File: src/host_port_defs.vh
// Constants for the processor bus and display multiplexer port.
// How it works
// - Five-bit address selects the accessed register.
// - Address ignored while all strobes idle high.
// - Full mode: low strobe latches ports 1-7.
// - Full mode: high strobe ports 8-13; else unused.
// - Reduced mode: low strobe latches device display.
// - Both latch strobes high during processor access.
// - Display cycles drive data; address only full mode.
// - Data pins drive display unless read, write or load asserted.
// - Read, write, load inputs set data direction.
// - Transceiver gate high display, low access/load.
// - Ready falls once read data stable.
// - Ready falls when write data latched.
// - Event interrupt low when needed; sources maskable.
// - Event interrupt cleared by accessing its source.
// - Packet interrupt cleared by status read; maskable.
// - Low decrement input decrements all event counters.
// - Decrement synchronised; postponed behind internal counting.
// - Low load input resets and holds all but the interrupt masks and configuration.
// - Rising load edge captures data and address.
// - Rising load edge starts display test.
// - Everything timed from one 40 MHz clock.
`ifndef HOST_PORT_DEFS_VH
`define HOST_PORT_DEFS_VH

// -----------------------------------------------------------------------------
// Clock and timing
// -----------------------------------------------------------------------------
`define CLK_PERIOD_NS     25
`define DISP_SLOT_NS      100
`define DISP_SLOT_CYC     ((`DISP_SLOT_NS + `CLK_PERIOD_NS - 1) / `CLK_PERIOD_NS)
`define TEST_LEN_CYC      16'h0400

// -----------------------------------------------------------------------------
// Register map (byte index on the five-bit select)
// -----------------------------------------------------------------------------
`define REG_EVT_CNT_BASE  5'h00
`define REG_EVT_CNT_LAST  5'h0c
`define REG_EVT_FLAGS     5'h10
`define REG_EVT_FLAGS_HI  5'h11
`define REG_EVT_MASK      5'h12
`define REG_EVT_MASK_HI   5'h13
`define REG_RT_STATUS     5'h14
`define REG_RT_MASK       5'h15
`define REG_RT_SET        5'h16
`define REG_EVT_SET       5'h17
`define REG_CONFIG        5'h18
`define REG_CONFIG_ADDR   5'h19
`define REG_DISP_LO       5'h1a
`define REG_DISP_HI       5'h1b
`define REG_DISP_DEV      5'h1c
`define REG_CNT_INC       5'h1d

// -----------------------------------------------------------------------------
// Fields and reset values
// -----------------------------------------------------------------------------
`define CFG_FULL_DISP_BIT 0
`define CFG_RESET         8'h00
`define MASK_RESET        8'hff
`define PORT_HI_TAG       8'h80
`define DISP_TEST_DATA    8'hff

`endif

File: src/host_port_display_mux.v
// Processor bus port with time-shared LED display update cycles.
//
// Decided for this implementation: the register addresses and the plain strobed port.
`timescale 1ns/10ps
`include "host_port_defs.vh"

module host_port_display_mux #(
    parameter NUM_PORTS   = 13,   // Network ports with an event counter.
    parameter CNT_WIDTH   = 8,    // Width of each event counter.
    parameter TEST_CYCLES = 16'h0400  // Length of display test after load.
) (
    // Clock and reset.
    input  wire        clk_sys,  // Single 40 MHz clock for every process.
    input  wire        rst,
    // Processor bus inputs.
    input  wire [4:0]  register_select_in,
    input  wire        rd_n,
    input  wire        wr_n,
    input  wire        reset_config_load_n,
    input  wire        counter_down_strobe_n,
    // Shared data pins, split into three signals.
    input  wire [7:0]  shared_data_in,
    output reg  [7:0]  shared_data_out,
    output reg         shared_data_oe,
    // Display latch strobes and bus transceiver gate.
    output reg         display_latch_strobe_lo,
    output reg         display_latch_strobe_hi,
    output reg         ext_transceiver_gate,
    // Handshake and interrupts.
    output reg         ready_n,
    output reg         event_log_irq_n,
    output reg         packet_irq_n,
    // Internal event sources from the repeater core.
    input  wire [12:0] port_event_in,
    input  wire [7:0]  packet_event_in,
    input  wire [12:0] port_disp_in,
    input  wire [7:0]  device_disp_in,
    // Configuration for the rest of the chip.
    output reg  [7:0]  config_data,
    output reg  [4:0]  config_addr
);

    // -------------------------------------------------------------------------
    // Local state
    // -------------------------------------------------------------------------
    localparam ST_IDLE  = 2'b00;  // Waiting between display slots.
    localparam ST_PUT_A = 2'b01;  // Data on pins, low group strobe pulsed.
    localparam ST_PUT_B = 2'b10;  // Data on pins, high group strobe pulsed.
    // Slot reload in cycles (each slot lasts one cycle more); only the low bits fit the slot counter.
    localparam [31:0] SLOT_RELOAD = `DISP_SLOT_CYC;

    reg [1:0]           disp_state_reg;        // Display sequencer state.
    reg [3:0]           slot_cnt_reg;          // Cycles left in the current slot.
    reg [15:0]          test_cnt_reg;          // Remaining display test cycles.
    reg                 load_d_reg;            // Previous load input level.
    reg                 dec_meta_reg;          // First decrement synchroniser stage.
    reg                 dec_sync_reg;          // Second decrement synchroniser stage.
    reg                 dec_prev_reg;          // Synchronised level one cycle ago.
    reg                 dec_pend_reg;          // Decrement waiting for a free cycle.
    reg                 rd_d_reg;              // Previous read strobe.
    reg                 wr_d_reg;              // Previous write strobe.
    reg [4:0]           addr_reg;              // Address taken on every cycle a strobe or load is active; keeps the last one.
    reg [7:0]           evt_mask_lo_reg;       // Event interrupt masks, ports 1-8.
    reg [4:0]           evt_mask_hi_reg;       // Event interrupt masks, ports 9-13.
    reg [7:0]           rt_mask_reg;           // Packet interrupt masks.
    reg [12:0]          evt_flags_reg;         // Sticky port event flags.
    reg [7:0]           rt_status_reg;         // Sticky packet interrupt status.
    reg [CNT_WIDTH-1:0] cnt_mem [0:NUM_PORTS-1]; // Port event counters.
    integer             i;

    wire load_low   = ~reset_config_load_n;
    wire load_rise  = reset_config_load_n & ~load_d_reg;
    wire rd_act     = ~rd_n;
    wire wr_act     = ~wr_n;
    wire access     = rd_act | wr_act;
    // Address is only meaningful while some strobe is active.
    wire addr_live  = access | load_low;
    wire rd_start   = rd_act & ~rd_d_reg;
    wire wr_start   = wr_act & ~wr_d_reg;
    // Write data is taken on the edge where ready falls, once our own drive
    // has left the pins, so the host byte is not mixed with display data.
    wire wr_take    = wr_act & wr_d_reg & ready_n;
    wire full_mode  = config_data[`CFG_FULL_DISP_BIT];
    wire in_test    = test_cnt_reg != 16'h0000;
    // An internal count happens whenever a port event arrives.
    wire int_count  = |port_event_in;
    wire dec_edge   = ~dec_sync_reg & dec_prev_reg;
    wire [4:0] sel  = addr_live ? register_select_in : addr_reg;

    // Counter index decode, used by read mux and clear logic.
    function is_cnt;
        input [4:0] a;
        begin
            is_cnt = (a <= `REG_EVT_CNT_LAST);
        end
    endfunction

    // -------------------------------------------------------------------------
    // Read data multiplexer
    // -------------------------------------------------------------------------
    reg [7:0] rd_data;
    always @* begin
        rd_data = 8'h00;
        if (is_cnt(sel)) begin
            rd_data = cnt_mem[sel[3:0]];
        end else begin
            case (sel)
                `REG_EVT_FLAGS:    rd_data = evt_flags_reg[7:0];
                `REG_EVT_FLAGS_HI: rd_data = {3'h0, evt_flags_reg[12:8]};
                `REG_EVT_MASK:     rd_data = evt_mask_lo_reg;
                `REG_EVT_MASK_HI:  rd_data = {3'h0, evt_mask_hi_reg};
                `REG_RT_STATUS:    rd_data = rt_status_reg;
                `REG_RT_MASK:      rd_data = rt_mask_reg;
                `REG_CONFIG:       rd_data = config_data;
                `REG_CONFIG_ADDR:  rd_data = {3'h0, config_addr};
                default:           rd_data = 8'h00;
            endcase
        end
    end

    // -------------------------------------------------------------------------
    // Display data for the current slot
    // -------------------------------------------------------------------------
    reg [7:0] disp_data;
    always @* begin
        disp_data = 8'h00;
        if (in_test) begin
            disp_data = `DISP_TEST_DATA;
        end else if (!full_mode) begin
            disp_data = device_disp_in;
        end else if (disp_state_reg == ST_PUT_B) begin
            // Port address tag shares the byte only in full mode.
            disp_data = `PORT_HI_TAG | {2'b00, port_disp_in[12:7]};
        end else begin
            disp_data = {1'b0, port_disp_in[6:0]};
        end
    end

    // -------------------------------------------------------------------------
    // Bus handshake, direction and configuration capture
    // -------------------------------------------------------------------------
    // Ready is a level that falls one cycle after the strobe is seen, which
    // gives the read mux a full cycle to settle onto the pins first.
    always @(posedge clk_sys or posedge rst) begin
        if (rst) begin
            load_d_reg      <= 1'b1;
            rd_d_reg        <= 1'b0;
            wr_d_reg        <= 1'b0;
            addr_reg        <= 5'h00;
            ready_n         <= 1'b1;
            shared_data_out <= 8'h00;
            shared_data_oe  <= 1'b0;
            ext_transceiver_gate <= 1'b0;
            config_data     <= `CFG_RESET;
            config_addr     <= 5'h00;
        end else begin
            load_d_reg <= reset_config_load_n;
            rd_d_reg   <= rd_act;
            wr_d_reg   <= wr_act;
            if (addr_live) begin
                addr_reg <= register_select_in;
            end
            // Ready falls after read data has stood a cycle or write is taken.
            ready_n <= ~((rd_act & rd_d_reg) | (wr_act & wr_d_reg));
            // Direction follows the strobes; load low keeps pins as inputs.
            if (load_low || wr_act) begin
                shared_data_oe  <= 1'b0;
                shared_data_out <= 8'h00;
            end else if (rd_act) begin
                shared_data_oe  <= 1'b1;
                // Captured once, so a read that clears its source stays stable.
                if (rd_start) begin
                    shared_data_out <= rd_data;
                end
            end else begin
                shared_data_oe  <= 1'b1;
                shared_data_out <= disp_data;
            end
            ext_transceiver_gate <= ~(access | load_low);
            if (load_rise) begin
                config_data <= shared_data_in;
                config_addr <= register_select_in;
            end
        end
    end

    // -------------------------------------------------------------------------
    // Display sequencer
    // -------------------------------------------------------------------------
    always @(posedge clk_sys or posedge rst) begin
        if (rst) begin
            disp_state_reg <= ST_IDLE;
            slot_cnt_reg   <= 4'h0;
            test_cnt_reg   <= 16'h0000;
            display_latch_strobe_lo <= 1'b1;
            display_latch_strobe_hi <= 1'b1;
        end else if (load_low) begin
            disp_state_reg <= ST_IDLE;
            slot_cnt_reg   <= 4'h0;
            test_cnt_reg   <= 16'h0000;
            display_latch_strobe_lo <= 1'b1;
            display_latch_strobe_hi <= 1'b1;
        end else begin
            if (load_rise) begin
                test_cnt_reg <= TEST_CYCLES;
            end else if (in_test) begin
                test_cnt_reg <= test_cnt_reg - 16'h0001;
            end
            display_latch_strobe_lo <= 1'b1;
            display_latch_strobe_hi <= 1'b1;
            if (access) begin
                // Sequencer freezes; strobes stay high.
                disp_state_reg <= disp_state_reg;
            end else if (slot_cnt_reg != 4'h0) begin
                slot_cnt_reg <= slot_cnt_reg - 4'h1;
            end else begin
                slot_cnt_reg <= SLOT_RELOAD[3:0];
                case (disp_state_reg)
                    ST_IDLE: begin
                        disp_state_reg <= ST_PUT_A;
                    end
                    ST_PUT_A: begin
                        display_latch_strobe_lo <= 1'b0;
                        disp_state_reg <= full_mode ? ST_PUT_B : ST_IDLE;
                    end
                    ST_PUT_B: begin
                        display_latch_strobe_hi <= 1'b0;
                        disp_state_reg <= ST_IDLE;
                    end
                    default: begin
                        disp_state_reg <= ST_IDLE;
                    end
                endcase
            end
        end
    end

    // -------------------------------------------------------------------------
    // Decrement synchroniser and event counters
    // -------------------------------------------------------------------------
    always @(posedge clk_sys or posedge rst) begin
        if (rst) begin
            dec_meta_reg <= 1'b1;
            dec_sync_reg <= 1'b1;
            dec_prev_reg <= 1'b1;
            dec_pend_reg <= 1'b0;
            for (i = 0; i < NUM_PORTS; i = i + 1) begin
                cnt_mem[i] <= {CNT_WIDTH{1'b0}};
            end
        end else if (load_low) begin
            dec_pend_reg <= 1'b0;
            for (i = 0; i < NUM_PORTS; i = i + 1) begin
                cnt_mem[i] <= {CNT_WIDTH{1'b0}};
            end
        end else begin
            dec_meta_reg <= counter_down_strobe_n;
            dec_sync_reg <= dec_meta_reg;
            dec_prev_reg <= dec_sync_reg;
            if (int_count) begin
                // Internal counting wins; decrement waits.
                if (dec_edge) begin
                    dec_pend_reg <= 1'b1;
                end
                for (i = 0; i < NUM_PORTS; i = i + 1) begin
                    if (port_event_in[i]) begin
                        cnt_mem[i] <= cnt_mem[i] + 1'b1;
                    end
                end
            end else if (dec_edge || dec_pend_reg) begin
                dec_pend_reg <= dec_edge & dec_pend_reg;
                for (i = 0; i < NUM_PORTS; i = i + 1) begin
                    cnt_mem[i] <= cnt_mem[i] - 1'b1;
                end
            end
        end
    end

    // -------------------------------------------------------------------------
    // Masks, sticky flags and interrupt outputs
    // -------------------------------------------------------------------------
    // Event arrival wins over a clear in the same cycle.
    always @(posedge clk_sys or posedge rst) begin
        if (rst) begin
            evt_mask_lo_reg <= `MASK_RESET;
            evt_mask_hi_reg <= 5'h1f;
            rt_mask_reg     <= `MASK_RESET;
            evt_flags_reg   <= 13'h0000;
            rt_status_reg   <= 8'h00;
            event_log_irq_n <= 1'b1;
            packet_irq_n    <= 1'b1;
        end else if (load_low) begin
            evt_flags_reg   <= 13'h0000;
            rt_status_reg   <= 8'h00;
            event_log_irq_n <= 1'b1;
            packet_irq_n    <= 1'b1;
        end else begin
            if (wr_take) begin
                case (register_select_in)
                    `REG_EVT_MASK:    evt_mask_lo_reg <= shared_data_in;
                    `REG_EVT_MASK_HI: evt_mask_hi_reg <= shared_data_in[4:0];
                    `REG_RT_MASK:     rt_mask_reg <= shared_data_in;
                    default:          rt_mask_reg <= rt_mask_reg;
                endcase
            end
            for (i = 0; i < NUM_PORTS; i = i + 1) begin
                if (port_event_in[i]) begin
                    evt_flags_reg[i] <= 1'b1;
                end else if ((rd_start || wr_start) && is_cnt(register_select_in)
                             && register_select_in[3:0] == i) begin
                    evt_flags_reg[i] <= 1'b0;
                end else if ((rd_start || wr_start) && (register_select_in == `REG_EVT_FLAGS
                             || register_select_in == `REG_EVT_FLAGS_HI)) begin
                    evt_flags_reg[i] <= 1'b0;
                end
            end
            if (rd_start && register_select_in == `REG_RT_STATUS) begin
                rt_status_reg <= packet_event_in;
            end else begin
                rt_status_reg <= rt_status_reg | packet_event_in;
            end
            event_log_irq_n <= ~|(evt_flags_reg & {evt_mask_hi_reg, evt_mask_lo_reg});
            packet_irq_n    <= ~|(rt_status_reg & rt_mask_reg);
        end
    end

endmodule

File: config.mk
export PLATFORM = sky130hd
export DESIGN_NAME = host_port_display_mux
export DESIGN_NICKNAME = d
export VERILOG_FILES = /design/src/host_port_display_mux.v
export VERILOG_INCLUDE_DIRS = /design/src
export SDC_FILE = /design/constraint.sdc
export NUM_CORES = 1
export LEC_CHECK = 0
export BUFFER_PORTS_ARGS = -buffer_cell sky130_fd_sc_hd__clkbuf_2
export CAP_MARGIN = 5
export CORE_MARGIN = 2
export CORE_UTILIZATION = 25
export CTS_CLUSTER_DIAMETER = 80
export CTS_CLUSTER_SIZE = 40
export DETAILED_ROUTE_END_ITERATION = 6
export HOLD_SLACK_MARGIN = 0.03
export PLACE_DENSITY_LB_ADDON = 0.2
export SYNTH_ARGS = -nofsm -noshare
export SYNTH_HDL_FRONTEND = slang
export SYNTH_SLANG_ARGS = --single-unit
File: constraint.sdc
create_clock -name clk_sys -period 11.4 [get_ports clk_sys]
set_clock_uncertainty 0.2 [all_clocks]
set_input_delay 0 -clock clk_sys [delete_from_list [all_inputs] [get_ports clk_sys]]
set_output_delay 0 -clock clk_sys [all_outputs]
set_load 0.01 [all_outputs]
; ---- Yosys cells after proc, flatten, opt, wreduce, memory -nomap -nowiden
; Index checks and enable logic that the tools add are counted.
[classes]
add_sub_neg = 28
n_lt_le_gt_ge = 3
n_eq_ne = 59
n_mux = 84
n_bitwise = 24
n_reduce_logical = 48
[op_table]
columns = cell, n
row1 = two-way mux 104 bit, 3
row2 = two-way mux 8 bit, 24
row3 = "adder 8 x 1 -> 8 bit, second input constant", 13
row4 = "subtractor 8 x 1 -> 8 bit, second input constant", 13
row5 = "equality test 5 bit, second input constant", 14
row6 = one-hot mux 8 bit (8 select lines), 1
row7 = "inequality test 4 x 1 -> 1 bit, second input constant", 13
row8 = two-way mux 16 bit, 3
row9 = two-way mux 1 bit, 42
row10 = "inequality test 3 bit, second input constant", 13
row11 = binary-select mux 8 bit (select 4 bit), 1
row12 = AND reduction 2 bit, 15
row13 = OR reduction 13 bit, 2
row14 = "equality test 4 bit, second input constant", 5
row15 = "equality test 4 x 3 -> 1 bit, second input constant", 4
row16 = logical AND 1 bit, 16
row17 = nonzero test 16 bit, 1
row18 = "subtractor 16 x 1 -> 16 bit, second input constant", 1
row19 = bitwise AND 13 bit, 1
row20 = two-way mux 13 bit, 1
row21 = two-way mux 4 bit, 3
row22 = "<= comparator 5 x 4 -> 1 bit, second input constant", 2
row23 = NOT 1 bit, 9
row24 = AND reduction 3 bit, 3
row25 = other kinds (24), 43
[totals]
reg_bits = 208
inputBits = 61
output_inout_bits = 28
word_cells = 297

; ---- Logic depth before layout (Yosys ltp)
; Gate-level depths: netlist of the first run.
[logic_depth]
depth_word = 12
depth_mapped = 11
ltp_nobuf = 10

; ---- Least setup slack after synthesis of the first run
; No wires, ideal clock.
[synth_path]
path_type = input to register
start = input port port_event_in[10]
end = register cnt_mem[15] (netlist name)
setup_ns = 0.078
arrival_time_ns = 3.344
required_time_ns = 11.122
path_slack_ns = 7.777
path_stages = 11
n_path_buf = 1
path_cell_list = nor4_1 > nand4_1 > inv_2 > buf_2 > ha_1 > a21oi_1 > o211ai_1 > o41ai_1 > mux2i_1 > or3_1 > a21oi_1
[synth_via]
elab_chain_len = 3
word_cells_on_any_way = 6
cone_classes = eq/ne (2) / mux (2) / reduce/logical (2)
[synth_rtl]
columns = item, line
row1 = "start, declared", host_port_display_mux.v:34  ; input wire [12:0] port_event_in,
row2 = OR reduction 13 bit *, host_port_display_mux.v:86  ; wire int_count = |port_event_in;
row3 = inequality test 3 bit (no source line) (tied with other cells), --
row4 = AND reduction 2 bit (no source line) / two-way mux 104 bit (equally long branches), --
row5 = "end signal, assigned by index", host_port_display_mux.v:248  ; cnt_mem[i] <= {CNT_WIDTH{1'b0}};
row6 = "end signal, assigned by index", host_port_display_mux.v:253  ; cnt_mem[i] <= {CNT_WIDTH{1'b0}};
row7 = "end signal, assigned by index", host_port_display_mux.v:266  ; cnt_mem[i] <= cnt_mem[i] + 1'b1;
row8 = "end, declared", host_port_display_mux.v:68  ; reg [CNT_WIDTH-1:0] cnt_mem [0:NUM_PORTS-1];
; Every way passes the cells marked *; elsewhere a longest branch is shown, timed or not.
; A chain may end at the register's enable or synchronous reset.

; ---- Worst setup path after layout of the first run
[layout_path]
start = input port port_event_in[5]
end = register cnt_mem[15] (netlist name)
; Same word-level chain as after synthesis.

==> impl_metrics.toml, run 1 <==
[timing]
fmax_ghz = 0.230
rsz0062_at_grt = "no"
worstMarginPinSlew_ps = 997
fin_crit_ps = 4340
period_share = 0.381
setup_viol = 0
tns_ps = 0
fin_ws_ps = 7060
hold_violations = 0
drv_slew = 0
fin_hold_ws_ps = 58.0
slew_headroom = 0.334

[synth]
synthAdderAreaFrac = 0.0904
yosys-top-cells-area = "dfrtp_1 (32%), ha_1 (7.2%), dfstp_2 (5.7%)"
ys_seq_area_frac = 0.376
synth-compound-area-share = 0.173
syn-num-nets = 1693
syn_inst = 1539
synth_flop_cell = "dfrtp_1"
syn-cell-area_mm2 = 0.0139
yosys_register_bits = 208
yosys.area.top_type = "dfrtp_1"
synth_xor_area_frac = 0.0477
avgSynthCellArea_um2 = 9.06
synth_simple_gate_area_share = 0.159
synth-edff-count = 0
async_reset_ff_frac = 1.00
ys_types = 75
yosys_warnings = 0
synth_top_family_by_area = "compound AO/OA/AOI/OAI gates"
synth.area.mux_share = 0.0970
yosysTopAreaCellShare = 0.319

[layout]
fin_area_mm2 = 0.0165
antennaDiodeCount = 0
nNetsFinal = 1807
utilization = 0.299
fin_cells = 2413
drive_gt1_frac = 0.146
largest_register_ffs = 104
area_growth_pct = 18.1
fillers = 5909

[worst_setup_path]
crit_fanout = 65
cp.arrival_ps = 4580
cp-end-kind = "register"
critPathLaunchType = "primary input"
reg2reg_from = "disp_state_reg[0]"
r2r_end = "shared_data_out[5]"
worst_ep_required_time_ps = 11640
reg2reg_setup_slack_ps = 8340
r2r_cells = 6
worstSetupPathType = "primary input to register"

[die]
rows = 86
die_w_um = 240
die_area_mm2 = 0.0577
io_pins = 89
start_util = 0.253
die_y_um = 240
fp.coreArea_mm2 = 0.0551

[cts]
cts_setup_buffers = 0
cts_buffers = 18
cts-root-buf = "clkbuf_16"
clk_pin_slew_worst_paths_ps = 120
insertion_delay_ps = 550
cts.path.max_buffers = 3
h-tree-depth = 1
cts_sinks = 208
cts_tree = "built"

[placed_design]
io_buffer_count = 88
pre_cts_ws_ps = 7050
place.gp.congestion = 0.904
placed_cell_area_mm2 = 0.0151
placed_cells = 2314
dp.final_hpwl_um = 33300

[route]
vias_per_cell = 4.89
wire_per_inst_um = 19.0
ant_nets = 0
first_iter_violations = 667
drt_pass1_iterations = 5
drcViolationCount = 0
vias = 11800
drt_wl_total_um = 45900

[pwr]
peakVddDrop_v = 0.0000912
powerDensity_mw_per_mm2 = 126
p_leak_nw = 7.18
finalPower_mw = 2.08

[grt]
grt_max_degree = 99
track_usage = 0.160
antenna_found_initial = 0
grt_pass1_vias = 11600
grt_first_pass_wirelength_um = 71500
grt.overflow.total = 0

[min_path]
hp-class = "primary input to register"
holdPathStages = 3
hp-start = "shared_data_in[6]"
holdPathEnd = "config_data[6]"

[flow_run]
max_cap_viol_count = 0

[outcome]
outcome = "finished, final reports clean"
[critical path, stage by stage]
cell and delay (ps):
dlygate4sd3_1 530, clkbuf_2 160, nor4_1 330, nand4_1 320
inv_4 570, buf_4 740, ha_1 370, a21oi_1 200
o211ai_1 160, o41ai_1 480, mux2i_1 160, or3_1 340
a21oi_1 150
[layout by cell type, fill, tap and decap left out, types with 10 or more instances in the layout]
cell | synthesis | final
or3_1 | 18 | 18
buf_4 | 5 | 12
clkbuf_2 | 0 | 87
nor4_1 | 10 | 10
ha_1 | 80 | 80
o21bai_1 | 13 | 13
mux2i_1 | 74 | 73
dfstp_2 | 30 | 30
dfrtp_1 | 178 | 178
nand3_1 | 108 | 108
nand2_1 | 89 | 89
a31o_2 | 13 | 13
xor2_1 | 20 | 20
nor3_1 | 29 | 29
clkbuf_16 | 0 | 19
a22oi_1 | 15 | 15
dlygate4sd3_1 | 0 | 67
o211ai_1 | 17 | 17
a21oi_1 | 98 | 98
a221oi_1 | 11 | 11
a21o_1 | 14 | 14
o21ai_1 | 23 | 23
nor2b_1 | 11 | 11
nor2_1 | 140 | 140
inv_1 | 118 | 117
xnor2_1 | 56 | 56
mux2_2 | 50 | 50
a31oi_1 | 21 | 21
o41ai_1 | 13 | 13
fa_1 | 13 | 13
o21ai_0 | 80 | 80
[area by class of cell]
type	count	area, um2	share of cell area
repair buffers	166	1200	0.0726
clock inverters	13	214	0.0130
inverters	123	477	0.0289
clock buffers	19	475	0.0289
multi-input cells	1136	7940	0.482
well taps	748	936	0.0568
flip-flops and latches	208	5240	0.318
[how the worst max path moves through the flow]
| stage | from | to | slack [ps] | cells after the start |
|---|---|---|---|---|
| global placement | port_event_in[10] | cnt_mem[15] | 7030 | 12 |
| detailed placement | port_event_in[5] | cnt_mem[15] | 7050 | 12 |
| finish | port_event_in[5] | cnt_mem[15] | 7060 | 13 |
| floorplan | rst | addr_reg[0] | 5570 | 1 |
| CTS | port_event_in[11] | cnt_mem[15] | 7040 | 13 |
| global route | port_event_in[11] | cnt_mem[15] | 6620 | 13 |
[synthesized netlist by cell type, types with 36 or more instances]
cell      instances
nor2_1          140
nand2_1          89
a21oi_1          98
mux2i_1          74
inv_1           118
ha_1             80
o21ai_0          80
xnor2_1          56
mux2_2           50
nand3_1         108
clkbuf_1         36
dfrtp_1         178
[timing repair]
action	CTS	global route
hold endpoints to repair	218	0
hold buffers	67	0
resized for setup	0	0
[logic make-up after synthesis]
group                    count (synthesis)
AND/OR/NAND/NOR                        462
AO/OA/AOI/OAI                          378
flip-flops                             208
buffers and inverters                  195
multiplexers                           127
adder cells (fa/ha/maj)                 93
XOR/XNOR                                76
[power by group]
part           total, mW  switching (mW)  internal [mW]
Combinational      0.455           0.264          0.192
Sequential         0.888          0.0846          0.803
Clock              0.736           0.391          0.345
[layer usage]
layer  track usage  share of wire
met3        0.0123          0.031
met1         0.219           0.46
met5             0              0
met2         0.276           0.49
met4        0.0339          0.017
(Power assumes the default switching activity.)
==> inputs of run 2 (changes only) <==
ABC_AREA = 1   (was default)
clock period = 4.2 ns   (was 11.4 ns; I/O delays follow)
==> run 2 against run 1 <==
  * Cell count rose by 15%
  * Count of clock-buffer cells in the layout rose by 4
  * Cell area rose by 0.88%
  * Wire length fell by 2.7%
  * Clock power rose to 3.0 times the previous value
  * Largest cell class unchanged
  * Largest power group unchanged
==> impl_metrics.toml, run 2 <==
[outcome]
outcome = "finished, final reports clean"

[layout]
fin_cells = 2768
area_growth_pct = 20.8
nNetsFinal = 2210
final_cell_mix = "nand2_1 (552), inv_1 (204), dfrtp_1 (178)"
largest_register_ffs = 104
drive_gt1_frac = 0.106
final_common_cell = "nand2_1"
antennaDiodeCount = 0

[synth]
synth.area.mux_share = 0
ys_top_cells_by_count = "nand2_1 (553), inv_1 (206), dfrtp_1 (178)"
synth_simple_gate_area_share = 0.277
synth_flop_cell = "dfrtp_1"
yosysTopAreaCellShare = 0.324
yosys.area.top_type = "dfrtp_1"
ys_types = 45
syn-num-nets = 2044
async_reset_ff_frac = 1.00
yosys_warnings = 0
avgSynthCellArea_um2 = 7.28
synth-edff-count = 0
yosys-top-cells-area = "dfrtp_1 (32%), nand2_1 (15%), ha_1 (7.3%)"
syn_inst = 1890
synth_top_family_by_area = "simple AND/OR/NAND/NOR gates"
synth-compound-area-share = 0.143
yosys_register_bits = 208
synth_xor_area_frac = 0.0325
syn-cell-area_mm2 = 0.0138
ys_seq_area_frac = 0.381
synthAdderAreaFrac = 0.0917
synth.most_common_cell = "nand2_1"

[pwr]
p_clk_frac = 0.385
peakVddDrop_v = 0.000298
p_sw_mw = 2.03
p_leak_nw = 8.27
powerDensity_mw_per_mm2 = 345
sw_frac_of_total = 0.354
pwr-share-seq = 0.410
p_int_mw = 3.71
combPwrFrac = 0.206

[timing]
period_share = 0.800
worstMarginPinSlew_ps = 1070
fin_crit_ps = 3360
slew_headroom = 0.284
fin_ws_ps = 841
hold_violations = 0
setup_viol = 0
drv_slew = 0
fmax_ghz = 0.298
rsz0062_at_grt = "no"
tns_ps = 0

[grt]
antenna_found_initial = 0
grt.overflow.total = 0
grt_pass1_vias = 13000
grt_max_degree = 134
track_usage = 0.158
grt_first_pass_wirelength_um = 71500

[cts]
cts_hold_buf = 79
insertion_delay_ps = 550
cts_sinks = 208
cts_buffers = 22
clk_pin_slew_worst_paths_ps = 90
h-tree-depth = 1
cts_setup_buffers = 0
cts.path.max_buffers = 3
cts-root-buf = "clkbuf_16"
post_cts_resized = 0
cts_tree = "built"

[route]
first_iter_violations = 777
wire_per_inst_um = 16.1
vias = 13100
vias_per_cell = 4.72
drt_wl_total_um = 44700
ant_nets = 0
drt_pass1_iterations = 7
drcViolationCount = 0

[min_path]
hp-class = "primary input to register"
holdPathStages = 4

[placed_design]
pre_cts_ws_ps = 800
place.gp.congestion = 0.885
dp.final_hpwl_um = 33400
io_buffer_count = 88
placed_cells = 2649

[die]
fp.coreArea_mm2 = 0.0541
rows = 85
die_y_um = 239
die_w_um = 239
die_area_mm2 = 0.0569
io_pins = 89
start_util = 0.254

[worst_setup_path]
r2r_cells = 9
worst_ep_required_time_ps = 4430
crit_fanout = 27
worstSetupPathType = "primary input to register"
critPathLaunchType = "primary input"
cp.arrival_ps = 3590
cp-end-kind = "register"

[flow_run]
max_cap_viol_count = 0
## run 2: worst paths after layout
path | startpoint | to | slack (ps)
min in group asynchronous | rst | test_cnt_reg[1] | 510
worst min register to register | disp_state_reg[0] | display_latch_strobe_lo | 270
worst min-delay path | shared_data_in[5] | evt_mask_lo_reg[5] | 70
worst max register to register | dec_sync_reg | cnt_mem[61] | 1210
worst max-delay path | port_event_in[2] | cnt_mem[61] | 840
max in group asynchronous | rst | cnt_mem[30] | 2510
## run 2: final cells by class
cell class | instances | area, um2
fillers | 5874 | 37500
multi-input cells | 1424 | 7490
flip-flops and latches | 208 | 5240
repair buffers | 183 | 1390
well taps | 696 | 871
inverters | 217 | 820
clock buffers | 23 | 576
clock inverters | 17 | 238
## run 2: cell families (layout without fill, tap and decap cells)
group,Yosys count,after routing
compound gates,361,361
fa+ha+maj,93,93
buf+inv,258,440
simple gates,919,919
xor+xnor,51,51
flops,208,208
## run 2: metal layers
metal,up-vias,track usage,wire length (um)
met3,56,0.0179,1780
met5,-,0,0
met4,0,0.0445,1120
met1,6196,0.214,21200
met2,272,0.265,20600
li1,6544,-,-
## run 2: through the flow
stage,hold WS (ps),total power [mW],utilization,area (um2)
4_1_cts,40.7,5.83,0.307,16600
3_5_place_dp,-22.3,3.51,0.277,15000
3_3_place_gp,-23.2,3.50,0.277,15000
5_1_grt,72.2,6.07,0.307,16600
2_1_floorplan,-196,3.12,-,13800
6_report,70.9,5.74,0.307,16600
## run 2: power groups by stage
stage                     clock [mW]  sequential (mW)  combinational [mW]
after floorplan                    0             2.34               0.779
after global placement             0             2.38                1.12
after detailed placement           0             2.38                1.12
after CTS                       2.28             2.35                1.20
after global routing            2.35             2.37                1.35
final                           2.21             2.35                1.18
## run 2: critical path, cell delays in order
cell and delay (ps):
dlygate4sd3_1 550, clkbuf_2 110, inv_1 110, nand4_1 100
nor2_1 130, nand2_2 70, clkinv_2 380, nand4_1 950
nand2_2 620, nor2_1 190, inv_1 190, nor2_1 60
nand2_1 50, nand2_1 40
